**config.mk**
```make
export PLATFORM = sky130hd
export DESIGN_NAME = cat_timing_top
export DESIGN_NICKNAME = d
export VERILOG_FILES = /design/src/shared/cat_pkg.sv /design/src/hdl/cat_timing_top.sv /design/src/hdl/cat_backoff_engine.sv
export SDC_FILE = /design/constraint.sdc
export NUM_CORES = 1
export LEC_CHECK = 0
export BUFFER_PORTS_ARGS = -buffer_cell sky130_fd_sc_hd__clkbuf_2
export CAP_MARGIN = 20
export CORE_MARGIN = 2
export CORE_UTILIZATION = 53
export DETAILED_ROUTE_END_ITERATION = 12
export GPL_TIMING_DRIVEN = 0
export MAX_ROUTING_LAYER = met4
export PLACE_DENSITY = 0.82
export SYNTH_ARGS = -nofsm -noshare
export SYNTH_HDL_FRONTEND = slang
export SYNTH_SLANG_ARGS = --single-unit
export TNS_END_PERCENT = 5
```
**constraint.sdc**
```tcl
create_clock -name i_clock -period 4.7 [get_ports i_clock]
set_input_delay 0.47 -clock i_clock [delete_from_list [all_inputs] [get_ports i_clock]]
set_output_delay 0.47 -clock i_clock [all_outputs]
set_load 0.005 [all_outputs]
```
**src/shared/cat_pkg.sv**
```systemverilog
// Purpose: shared constants and types for the channel access timing block
// Assumes: mac clock of 25 MHz, tsf counted in microseconds
// Notes:   every timer width lives here so the two design files agree
`default_nettype none

package cat_pkg;

  // ------------------------------------------------------------------
  // clock and time base
  // ------------------------------------------------------------------
  localparam int unsigned CLK_PERIOD_NS = 40;
  localparam int unsigned US_NS         = 1000;
  localparam int unsigned CYC_PER_US    = US_NS / CLK_PERIOD_NS;
  localparam int unsigned US_CNT_W      = $clog2(CYC_PER_US);

  // ------------------------------------------------------------------
  // timer widths
  // ------------------------------------------------------------------
  localparam int unsigned BO_W    = 10;
  localparam int unsigned IFS_W   = 12;
  localparam int unsigned SLOT_W  = 12;
  localparam int unsigned NAV_W   = 16;
  localparam int unsigned TSF_W   = 64;
  localparam int unsigned BCN_W   = 32;
  localparam int unsigned OFS_W   = 32;
  localparam int unsigned SLEEP_W = 32;
  localparam int unsigned NUM_AC  = 4;
  localparam int unsigned NUM_OFS = 2;

  // ------------------------------------------------------------------
  // state encodings
  // ------------------------------------------------------------------
  typedef enum logic [1:0] {
    IFS_BUSY,
    IFS_COUNT,
    IFS_IDLE
  } cat_ifs_e;

  typedef enum logic {
    PM_AWAKE,
    PM_ASLEEP
  } cat_pm_e;

endpackage

`default_nettype wire

```
**src/hdl/cat_timing_top.sv**
```systemverilog
// Purpose: channel access timing: ifs, backoff, nav, tsf, tbtt, sleep
// Assumes: sequencer inputs are on i_clock; phy busy and slow clock are pins
// Notes:   this logic stays clocked while o_mac_clk_en gates the mac clock
//
// Behaviour
// - start ifs timer when phy activity ends
// - ifs timer gives transmit engine start trigger
// - one backoff engine per access category, slotted
// - notify transmit engine when backoff hits zero
// - programmed priority picks one simultaneous winner
// - power save stops mac clock, sleep countdown
// - sleep timer expiry restores normal operation
// - keep running tsf while awake and tbtt from it
// - load tsf from received timestamp on command
// - trigger when tsf reaches programmed offsets
// - nav timer updated from received duration
// - nav acts as virtual carrier busy
`default_nettype none

module cat_timing_top #(
  parameter int unsigned NUM_AC  = cat_pkg::NUM_AC,
  parameter int unsigned NUM_OFS = cat_pkg::NUM_OFS
) (
  // clock and reset
  input  wire logic                        i_clock,
  input  wire logic                        i_rstn,
  // phy and slow clock pins
  input  wire logic                        i_phy_busy,
  input  wire logic                        i_slow_clock,
  // interframe and slot setup
  input  wire logic [cat_pkg::IFS_W-1:0]   i_ifs_cycles,
  input  wire logic [cat_pkg::SLOT_W-1:0]  i_slot_cycles,
  // backoff control
  input  wire logic [NUM_AC-1:0]           i_bo_load,
  input  wire logic [cat_pkg::BO_W-1:0]    i_bo_value,
  input  wire logic                        i_prio_low_first,
  // nav control
  input  wire logic                        i_nav_update,
  input  wire logic                        i_nav_clear,
  input  wire logic [cat_pkg::NAV_W-1:0]   i_nav_duration,
  // tsf and tbtt control
  input  wire logic                        i_tsf_load,
  input  wire logic [cat_pkg::TSF_W-1:0]   i_tsf_value,
  input  wire logic                        i_tbtt_load,
  input  wire logic [cat_pkg::TSF_W-1:0]   i_tbtt_value,
  input  wire logic [cat_pkg::BCN_W-1:0]   i_bcn_interval,
  input  wire logic [NUM_OFS-1:0]          i_ofs_load,
  input  wire logic [cat_pkg::OFS_W-1:0]   i_ofs_value,
  // sleep control
  input  wire logic                        i_sleep_start,
  input  wire logic [cat_pkg::SLEEP_W-1:0] i_sleep_count,
  // transmit engine
  output logic                             o_tx_trigger,
  output logic                             o_bo_win,
  output logic [$clog2(NUM_AC)-1:0]        o_bo_win_ac,
  // timekeeping
  output logic                             o_nav_busy,
  output logic [cat_pkg::TSF_W-1:0]        o_tsf,
  output logic                             o_tbtt,
  output logic [NUM_OFS-1:0]               o_ofs_trig,
  // power save
  output logic                             o_mac_clk_en,
  output logic                             o_wake
);

  localparam int unsigned AC_W   = $clog2(NUM_AC);
  localparam int unsigned US_W   = cat_pkg::US_CNT_W;
  localparam int unsigned IFS_W  = cat_pkg::IFS_W;
  localparam int unsigned SLOT_W = cat_pkg::SLOT_W;
  localparam int unsigned NAV_W  = cat_pkg::NAV_W;
  localparam int unsigned TSF_W  = cat_pkg::TSF_W;
  localparam int unsigned OFS_W  = cat_pkg::OFS_W;
  localparam int unsigned SLP_W  = cat_pkg::SLEEP_W;
  localparam logic [US_W-1:0] US_MAX = US_W'(cat_pkg::CYC_PER_US - 1);

  typedef struct packed {
    logic                            busy_s1;
    logic                            busy_s2;
    logic                            slow_s1;
    logic                            slow_s2;
    logic                            slow_prev;
    logic [US_W-1:0]                 us_cnt;
    cat_pkg::cat_ifs_e               ifs;
    logic [IFS_W-1:0]                ifs_cnt;
    logic [SLOT_W-1:0]               slot_cnt;
    logic                            tx_trig;
    logic                            bo_win;
    logic [AC_W-1:0]                 bo_ac;
    logic [NAV_W-1:0]                nav;
    logic [TSF_W-1:0]                tsf;
    logic [TSF_W-1:0]                tbtt_at;
    logic                            tbtt;
    logic [NUM_OFS-1:0][OFS_W-1:0]   ofs;
    logic [NUM_OFS-1:0]              ofs_trig;
    cat_pkg::cat_pm_e                pm;
    logic [SLP_W-1:0]                sleep_cnt;
    logic                            wake;
  } cat_top_s;

  cat_top_s          st_q;
  cat_top_s          st_d;
  logic [NUM_AC-1:0] zero_mask;
  logic              awake;
  logic              us_tick;
  logic              chan_busy;
  logic              slot_end;
  logic              slot_idle_end;

  // highest or lowest ready category, as the sequencer chose
  function automatic logic [AC_W-1:0] pick_ac(input logic [NUM_AC-1:0] m,
                                               input logic low_first);
    logic [AC_W-1:0] r;
    r = '0;
    for (int i = 0; i < NUM_AC; i++) begin
      if (m[i] && (!low_first || (m & ((NUM_AC'(1) << i) - NUM_AC'(1))) == '0)) begin
        r = AC_W'(i);
      end
    end
    return r;
  endfunction

  // ------------------------------------------------------------------
  // backoff engines
  // ------------------------------------------------------------------
  for (genvar g = 0; g < NUM_AC; g++) begin : g_bo
    cat_backoff_engine #(
      .CNT_W (cat_pkg::BO_W)
    ) u_bo (
      .i_clock         (i_clock),
      .i_rstn          (i_rstn),
      .i_load          (i_bo_load[g]),
      .i_load_value    (i_bo_value),
      .i_slot_idle_end (slot_idle_end),
      .o_count         (),
      .o_zero_pulse    (zero_mask[g])
    );
  end

  // ------------------------------------------------------------------
  // shared conditions
  // ------------------------------------------------------------------
  assign awake         = (st_q.pm == cat_pkg::PM_AWAKE);
  assign us_tick       = awake && (st_q.us_cnt == US_MAX);
  assign chan_busy     = st_q.busy_s2 || (st_q.nav != '0);
  // slot length below one cycle is treated as one cycle
  assign slot_end      = awake && (st_q.ifs == cat_pkg::IFS_IDLE) &&
                         (st_q.slot_cnt + SLOT_W'(1) >= i_slot_cycles);
  assign slot_idle_end = slot_end && !chan_busy;

  // ------------------------------------------------------------------
  // next state
  // ------------------------------------------------------------------
  always_comb begin
    st_d           = st_q;
    st_d.tx_trig   = 1'b0;
    st_d.bo_win    = 1'b0;
    st_d.tbtt      = 1'b0;
    st_d.ofs_trig  = '0;
    st_d.wake      = 1'b0;
    st_d.busy_s1   = i_phy_busy;
    st_d.busy_s2   = st_q.busy_s1;
    st_d.slow_s1   = i_slow_clock;
    st_d.slow_s2   = st_q.slow_s1;
    st_d.slow_prev = st_q.slow_s2;

    // microsecond base; frozen while the mac sleeps
    if (awake) begin
      st_d.us_cnt = us_tick ? '0 : st_q.us_cnt + US_W'(1);
    end

    // nav only ever grows from a received duration
    if (i_nav_clear) begin
      st_d.nav = '0;
    end else if (i_nav_update && (i_nav_duration > st_q.nav)) begin
      st_d.nav = i_nav_duration;
    end else if (us_tick && (st_q.nav != '0)) begin
      st_d.nav = st_q.nav - NAV_W'(1);
    end

    case (st_q.ifs)
      cat_pkg::IFS_BUSY: begin
        if (!chan_busy) begin
          st_d.ifs     = cat_pkg::IFS_COUNT;
          st_d.ifs_cnt = i_ifs_cycles;
        end
      end
      cat_pkg::IFS_COUNT: begin
        if (chan_busy) begin
          st_d.ifs = cat_pkg::IFS_BUSY;
        end else if (st_q.ifs_cnt <= IFS_W'(1)) begin
          st_d.ifs      = cat_pkg::IFS_IDLE;
          st_d.tx_trig  = 1'b1;
          st_d.slot_cnt = '0;
        end else begin
          st_d.ifs_cnt = st_q.ifs_cnt - IFS_W'(1);
        end
      end
      cat_pkg::IFS_IDLE: begin
        if (chan_busy) begin
          st_d.ifs = cat_pkg::IFS_BUSY;
        end else if (awake) begin
          st_d.slot_cnt = slot_end ? '0 : st_q.slot_cnt + SLOT_W'(1);
        end
      end
      default: begin
        st_d.ifs = cat_pkg::IFS_BUSY;
      end
    endcase

    if (zero_mask != '0) begin
      st_d.bo_win = 1'b1;
      st_d.bo_ac  = pick_ac(zero_mask, i_prio_low_first);
    end

    // tsf stops while asleep; sequencer reloads it on wake
    if (i_tsf_load) begin
      st_d.tsf = i_tsf_value;
    end else if (us_tick) begin
      st_d.tsf = st_q.tsf + TSF_W'(1);
    end

    if (i_tbtt_load) begin
      st_d.tbtt_at = i_tbtt_value;
    end else if (us_tick && (st_q.tsf == st_q.tbtt_at)) begin
      st_d.tbtt    = 1'b1;
      st_d.tbtt_at = st_q.tbtt_at + TSF_W'(i_bcn_interval);
    end

    for (int k = 0; k < NUM_OFS; k++) begin
      if (i_ofs_load[k]) begin
        st_d.ofs[k] = i_ofs_value;
      end
      if (us_tick && (st_q.tsf[OFS_W-1:0] == st_q.ofs[k])) begin
        st_d.ofs_trig[k] = 1'b1;
      end
    end

    case (st_q.pm)
      cat_pkg::PM_AWAKE: begin
        if (i_sleep_start) begin
          st_d.pm        = cat_pkg::PM_ASLEEP;
          st_d.sleep_cnt = i_sleep_count;
        end
      end
      cat_pkg::PM_ASLEEP: begin
        if (st_q.slow_s2 && !st_q.slow_prev) begin
          if (st_q.sleep_cnt <= SLP_W'(1)) begin
            st_d.pm   = cat_pkg::PM_AWAKE;
            st_d.wake = 1'b1;
          end else begin
            st_d.sleep_cnt = st_q.sleep_cnt - SLP_W'(1);
          end
        end
      end
      default: begin
        st_d.pm = cat_pkg::PM_AWAKE;
      end
    endcase
  end

  // zero encodes IFS_BUSY and PM_AWAKE
  always_ff @(posedge i_clock) begin
    if (!i_rstn) begin
      st_q <= '0;
    end else begin
      st_q <= st_d;
    end
  end

  // ------------------------------------------------------------------
  // outputs
  // ------------------------------------------------------------------
  assign o_tx_trigger = st_q.tx_trig;
  assign o_bo_win     = st_q.bo_win;
  assign o_bo_win_ac  = st_q.bo_ac;
  assign o_nav_busy   = (st_q.nav != '0);
  assign o_tsf        = st_q.tsf;
  assign o_tbtt       = st_q.tbtt;
  assign o_ofs_trig   = st_q.ofs_trig;
  assign o_mac_clk_en = awake;
  assign o_wake       = st_q.wake;
endmodule

`default_nettype wire

```
**src/hdl/cat_backoff_engine.sv**
```systemverilog
// Purpose: one backoff counter for a single access category
// Assumes: i_slot_idle_end pulses once per slot that stayed idle
// Notes:   o_zero_pulse fires once per load, when the count reaches zero
`default_nettype none

module cat_backoff_engine #(
  parameter int unsigned CNT_W = cat_pkg::BO_W
) (
  // clock and reset
  input  wire logic             i_clock,
  input  wire logic             i_rstn,
  // load from sequencer
  input  wire logic             i_load,
  input  wire logic [CNT_W-1:0] i_load_value,
  // slot timing
  input  wire logic             i_slot_idle_end,
  // state
  output logic      [CNT_W-1:0] o_count,
  output logic                  o_zero_pulse
);

  typedef struct packed {
    logic [CNT_W-1:0] count;
    logic             armed;
    logic             zero_pulse;
  } cat_bo_s;

  cat_bo_s st_q;
  cat_bo_s st_d;

  // ------------------------------------------------------------------
  // count
  // ------------------------------------------------------------------
  always_comb begin
    st_d            = st_q;
    st_d.zero_pulse = 1'b0;
    if (i_load) begin
      st_d.count      = i_load_value;
      st_d.armed      = (i_load_value != '0);
      st_d.zero_pulse = (i_load_value == '0);
    end else if (i_slot_idle_end && st_q.armed) begin
      // busy slots never reach here, so the count holds across them
      st_d.count = st_q.count - CNT_W'(1);
      if (st_q.count == CNT_W'(1)) begin
        st_d.armed      = 1'b0;
        st_d.zero_pulse = 1'b1;
      end
    end
  end

  always_ff @(posedge i_clock) begin
    if (!i_rstn) begin
      st_q <= '0;
    end else begin
      st_q <= st_d;
    end
  end

  assign o_count      = st_q.count;
  assign o_zero_pulse = st_q.zero_pulse;
endmodule

`default_nettype wire

```
==> flow_summary.yaml <==
run_status:
  status: "complete, no violations"
detailed_routing:
  drtIter0Drc: 2200
  wirelength_microns: 75790
  post_drt_wl_per_cell_microns: 20.96
  drc: 0
  first_pass_iters: 7
  vias_per_cell: 5.988
  vias: 21654
  antenna_left: 0
die:
  fp.dieW_microns: 202.7
  dieArea_sq_um: 41080
  pin_count: 364
  coreArea_sq_um: 38830
  die_y_microns: 202.7
  initial_core_util_pct: 53.88
  rows: 72
power:
  vdd_ir_drop_max_uv: 273.9
  pwr_density_cell_nw_per_um2: 319.2
  leakagePower_nw: 10.94
  p_total_mw: 7.866
synthesis:
  synth_edf_count: 0
  netlist_instances: 2665
  yosysWarnings: 0
  ys_async_sr_fraction_pct: 0
  netlist_top_cells_area: "dfxtp_1 (32%), xor2_1 (8.0%), nor2_1 (5.9%), a21oi_1 (5.4%), xnor2_1 (4.8%)"
  syn_area_sq_um: 20920
  synth_top_area_share_pct: 31.87
  seq_area_frac_synth_pct: 31.87
  yosys-top-cells-count: "dfxtp_1 (333), nor2_1 (327), a21oi_1 (224)"
  yosysTopAreaCell: "dfxtp_1"
  syn_nets: 3033
  syn_area_per_cell_sq_um: 7.850
  synth_most_common_cell: "dfxtp_1"
  yosysUniqueCellTypes: 80
  ys_seq_elements: 333
  synth_ff_type: "dfxtp_1"
layout:
  area_growth_pct: 17.79
  final_nets: 3432
  multi_input_area_sq_um: 12720
  final_util_pct: 63.47
  drive_gt1_share_pct: 18.08
  fin_area_sq_um: 24640
  final-seq-area_sq_um: 6666
  fill_cells: 3504
  instances_no_fill: 3616
timing:
  rsz0062_at_grt: "false"
  finalSetupTns_ns: 0
  setup_viol_count_final: 0
  fin_ws_ns: 0.2494
  maxSlewHeadroom_pct: 27.86
  hold_viol_final: 0
  period_needed_ns: 4.451
  drv_slew: 0
  hold_slack_ns: 0.1161
  clock.fmax_mhz: 224.7
  finalCritPeriodShare_pct: 94.69
  finalClockSkew_ns: 0.01169
  worstMarginPinSlew_ns: 1.082
global_routing:
  grt_pass1_vias: 20651
  grt_max_degree: 14
  grt_usage_pct: 36.67
  antenna_found_initial: 6
  gr-total-overflow: 0
  grt_pass1_wl_microns: 114300
clock_network:
  worstSkewPairLatency_ns: 0.56
  cts_buffers: 39
  cts_sinks: 333
  hold_buffers: 0
  cts_buffer_depth: 3
  tritoncts: "built"
  cts.clk_slew.worst_paths_ns: 0.06
  cts_root_buf: "clkbuf_16"
  cts_max_level: 2
critical_path:
  path_cells: "ha_1 > inv_1 > nor2_1 > and3_1 > inv_1 > nor3_1 > nand3_1 > xnor2_1 > ha_1 > a2111oi_1 > o21a_1 > clkbuf_2 > o211a_1 > buf_1 > a21oi_1 > mux2i_1"
  cp_slowest_stage_delay_ns: 0.46
  timing.critical_path.arrival_ns: 4.94
  crit_required_ns: 5.19
  endpoint_kind: "flop"
  ff2ff_path_depth: 16
  reg2reg_to: "st_q[251]$_SDFFE_PN0P_"
  cp-start-kind: "flop"
  cp_max_fo: 10
  cp_slowest_cell: "a2111oi_1"
  timing.rr.start: "st_q[249]$_SDFFE_PN0P_"
  timing_worst_setup_path_type: "flop to flop"
  reg2reg_slack_ns: 0.25
placed_design:
  dp_hpwl_microns: 59010
  gp_congestion: 0.9907
  placed_cell_area_sq_um: 23360
  pre_cts_ws_ns: 0.1546
  placed_cells: 3541
  port_buffers: 357
worst_hold_path:
  min_to: "st_q[148]$_SDFFE_PN0P_"
  hp-start: "i_tbtt_value[47]"
  hp-class: "primary input to flop"
  hold_depth: 3
run:
  max-cap-violations: 0
[cells in the final DEF (no fill, tap or decap), types with 14 or more instances in the layout]
cell / count
dfxtp_1: 333
mux2i_1: 81
ha_1: 77
nor2_1: 327
inv_1: 91
clkbuf_16: 40
nor2b_1: 15
nor3_1: 56
and3_1: 41
a31oi_1: 16
a21o_1: 27
nand3_1: 85
xnor2_1: 114
nor4_1: 62
nand4_1: 59
o21a_1: 14
nand2b_1: 18
or3_1: 22
a211oi_1: 19
clkbuf_1: 127
buf_4: 79
a22oi_1: 16
nand2_1: 200
o21ai_0: 163
buf_2: 23
xor2_1: 191
a21oi_1: 224
and2_1: 19
clkbuf_2: 359
[worst max-delay path: cells and delay by family, from the launching register on]
family	cells	cell delay, ns
AO/OA/AOI/OAI	4	1.23
XOR/XNOR	1	0.18
adder cells (fa/ha/maj)	2	0.45
buffers and inverters	4	0.89
flip-flops	1	0.44
multiplexers	1	0.16
AND/OR/NAND/NOR	4	1.02
[cell families (layout without fill, tap and decap cells)]
group	after synthesis	after routing	share of synthesized area, %
flip-flops	333	333	31.87
AND/OR/NAND/NOR	974	974	23.18
other	0	6	0
adder cells (fa/ha/maj)	78	78	4.701
buffers and inverters	323	750	7.345
AO/OA/AOI/OAI	570	570	16.21
multiplexers	82	82	3.929
XOR/XNOR	305	305	12.77
[timing repair]
item,4_1_cts,5_1_grt
setup buffers,0,0
endpoints found under the setup margin,0,20
endpoints found under the hold margin,0,0
gates resized for setup,0,6
[how the worst max path moves through the flow]
stage | startpoint | endpoint | slack, ns
floorplan | st_q[249]$_SDFFE_PN0P_ | st_q[258]$_SDFFE_PN0P_ | 0.99
global placement | st_q[249]$_SDFFE_PN0P_ | st_q[258]$_SDFFE_PN0P_ | 0.31
detailed placement | st_q[249]$_SDFFE_PN0P_ | st_q[251]$_SDFFE_PN0P_ | 0.15
CTS | st_q[249]$_SDFFE_PN0P_ | st_q[251]$_SDFFE_PN0P_ | 0.13
global route | st_q[249]$_SDFFE_PN0P_ | st_q[251]$_SDFFE_PN0P_ | 0.006
finish | st_q[249]$_SDFFE_PN0P_ | st_q[251]$_SDFFE_PN0P_ | 0.25
[final cells by class]
type | instances | share of cell area, %
Antenna cell | 6 | 0.06093
Buffer | 229 | 4.813
Clock buffer | 50 | 4.336
Clock inverter | 19 | 0.7819
Inverter | 94 | 1.432
Multi-Input combinational cell | 2009 | 51.62
Sequential cell | 333 | 27.05
Tap cell | 518 | 2.630
Timing Repair Buffer | 358 | 7.271
[report_power, final]
part	internal (mW)	switching [mW]
Sequential	3.00	0.206
Combinational	0.652	0.953
Clock	1.78	1.28
Total	5.43	2.44
[registers in the layout, indices dropped and copies added, names as in the netlist]
signal and count:
o_ofs_trig 2, o_wake 1, g_bo.u_bo.o_zero_pulse 4, o_tbtt 1
st_d 3, g_bo.u_bo.st_q 4, o_bo_win_ac 2, o_bo_win 1
g_bo.u_bo.o_count 40, st_q 210, o_tsf 64, o_tx_trigger 1
[metal layers]
metal  vias to the layer above  track usage [%]  share of wire [%]
met3                       185            5.971                9.3
met5                         -                -                  0
met1                     10273            47.86                 42
met4                         0            15.48                4.2
met2                      1159            56.36                 45
li1                      10037                -                  -
(Power assumes the default switching activity.)
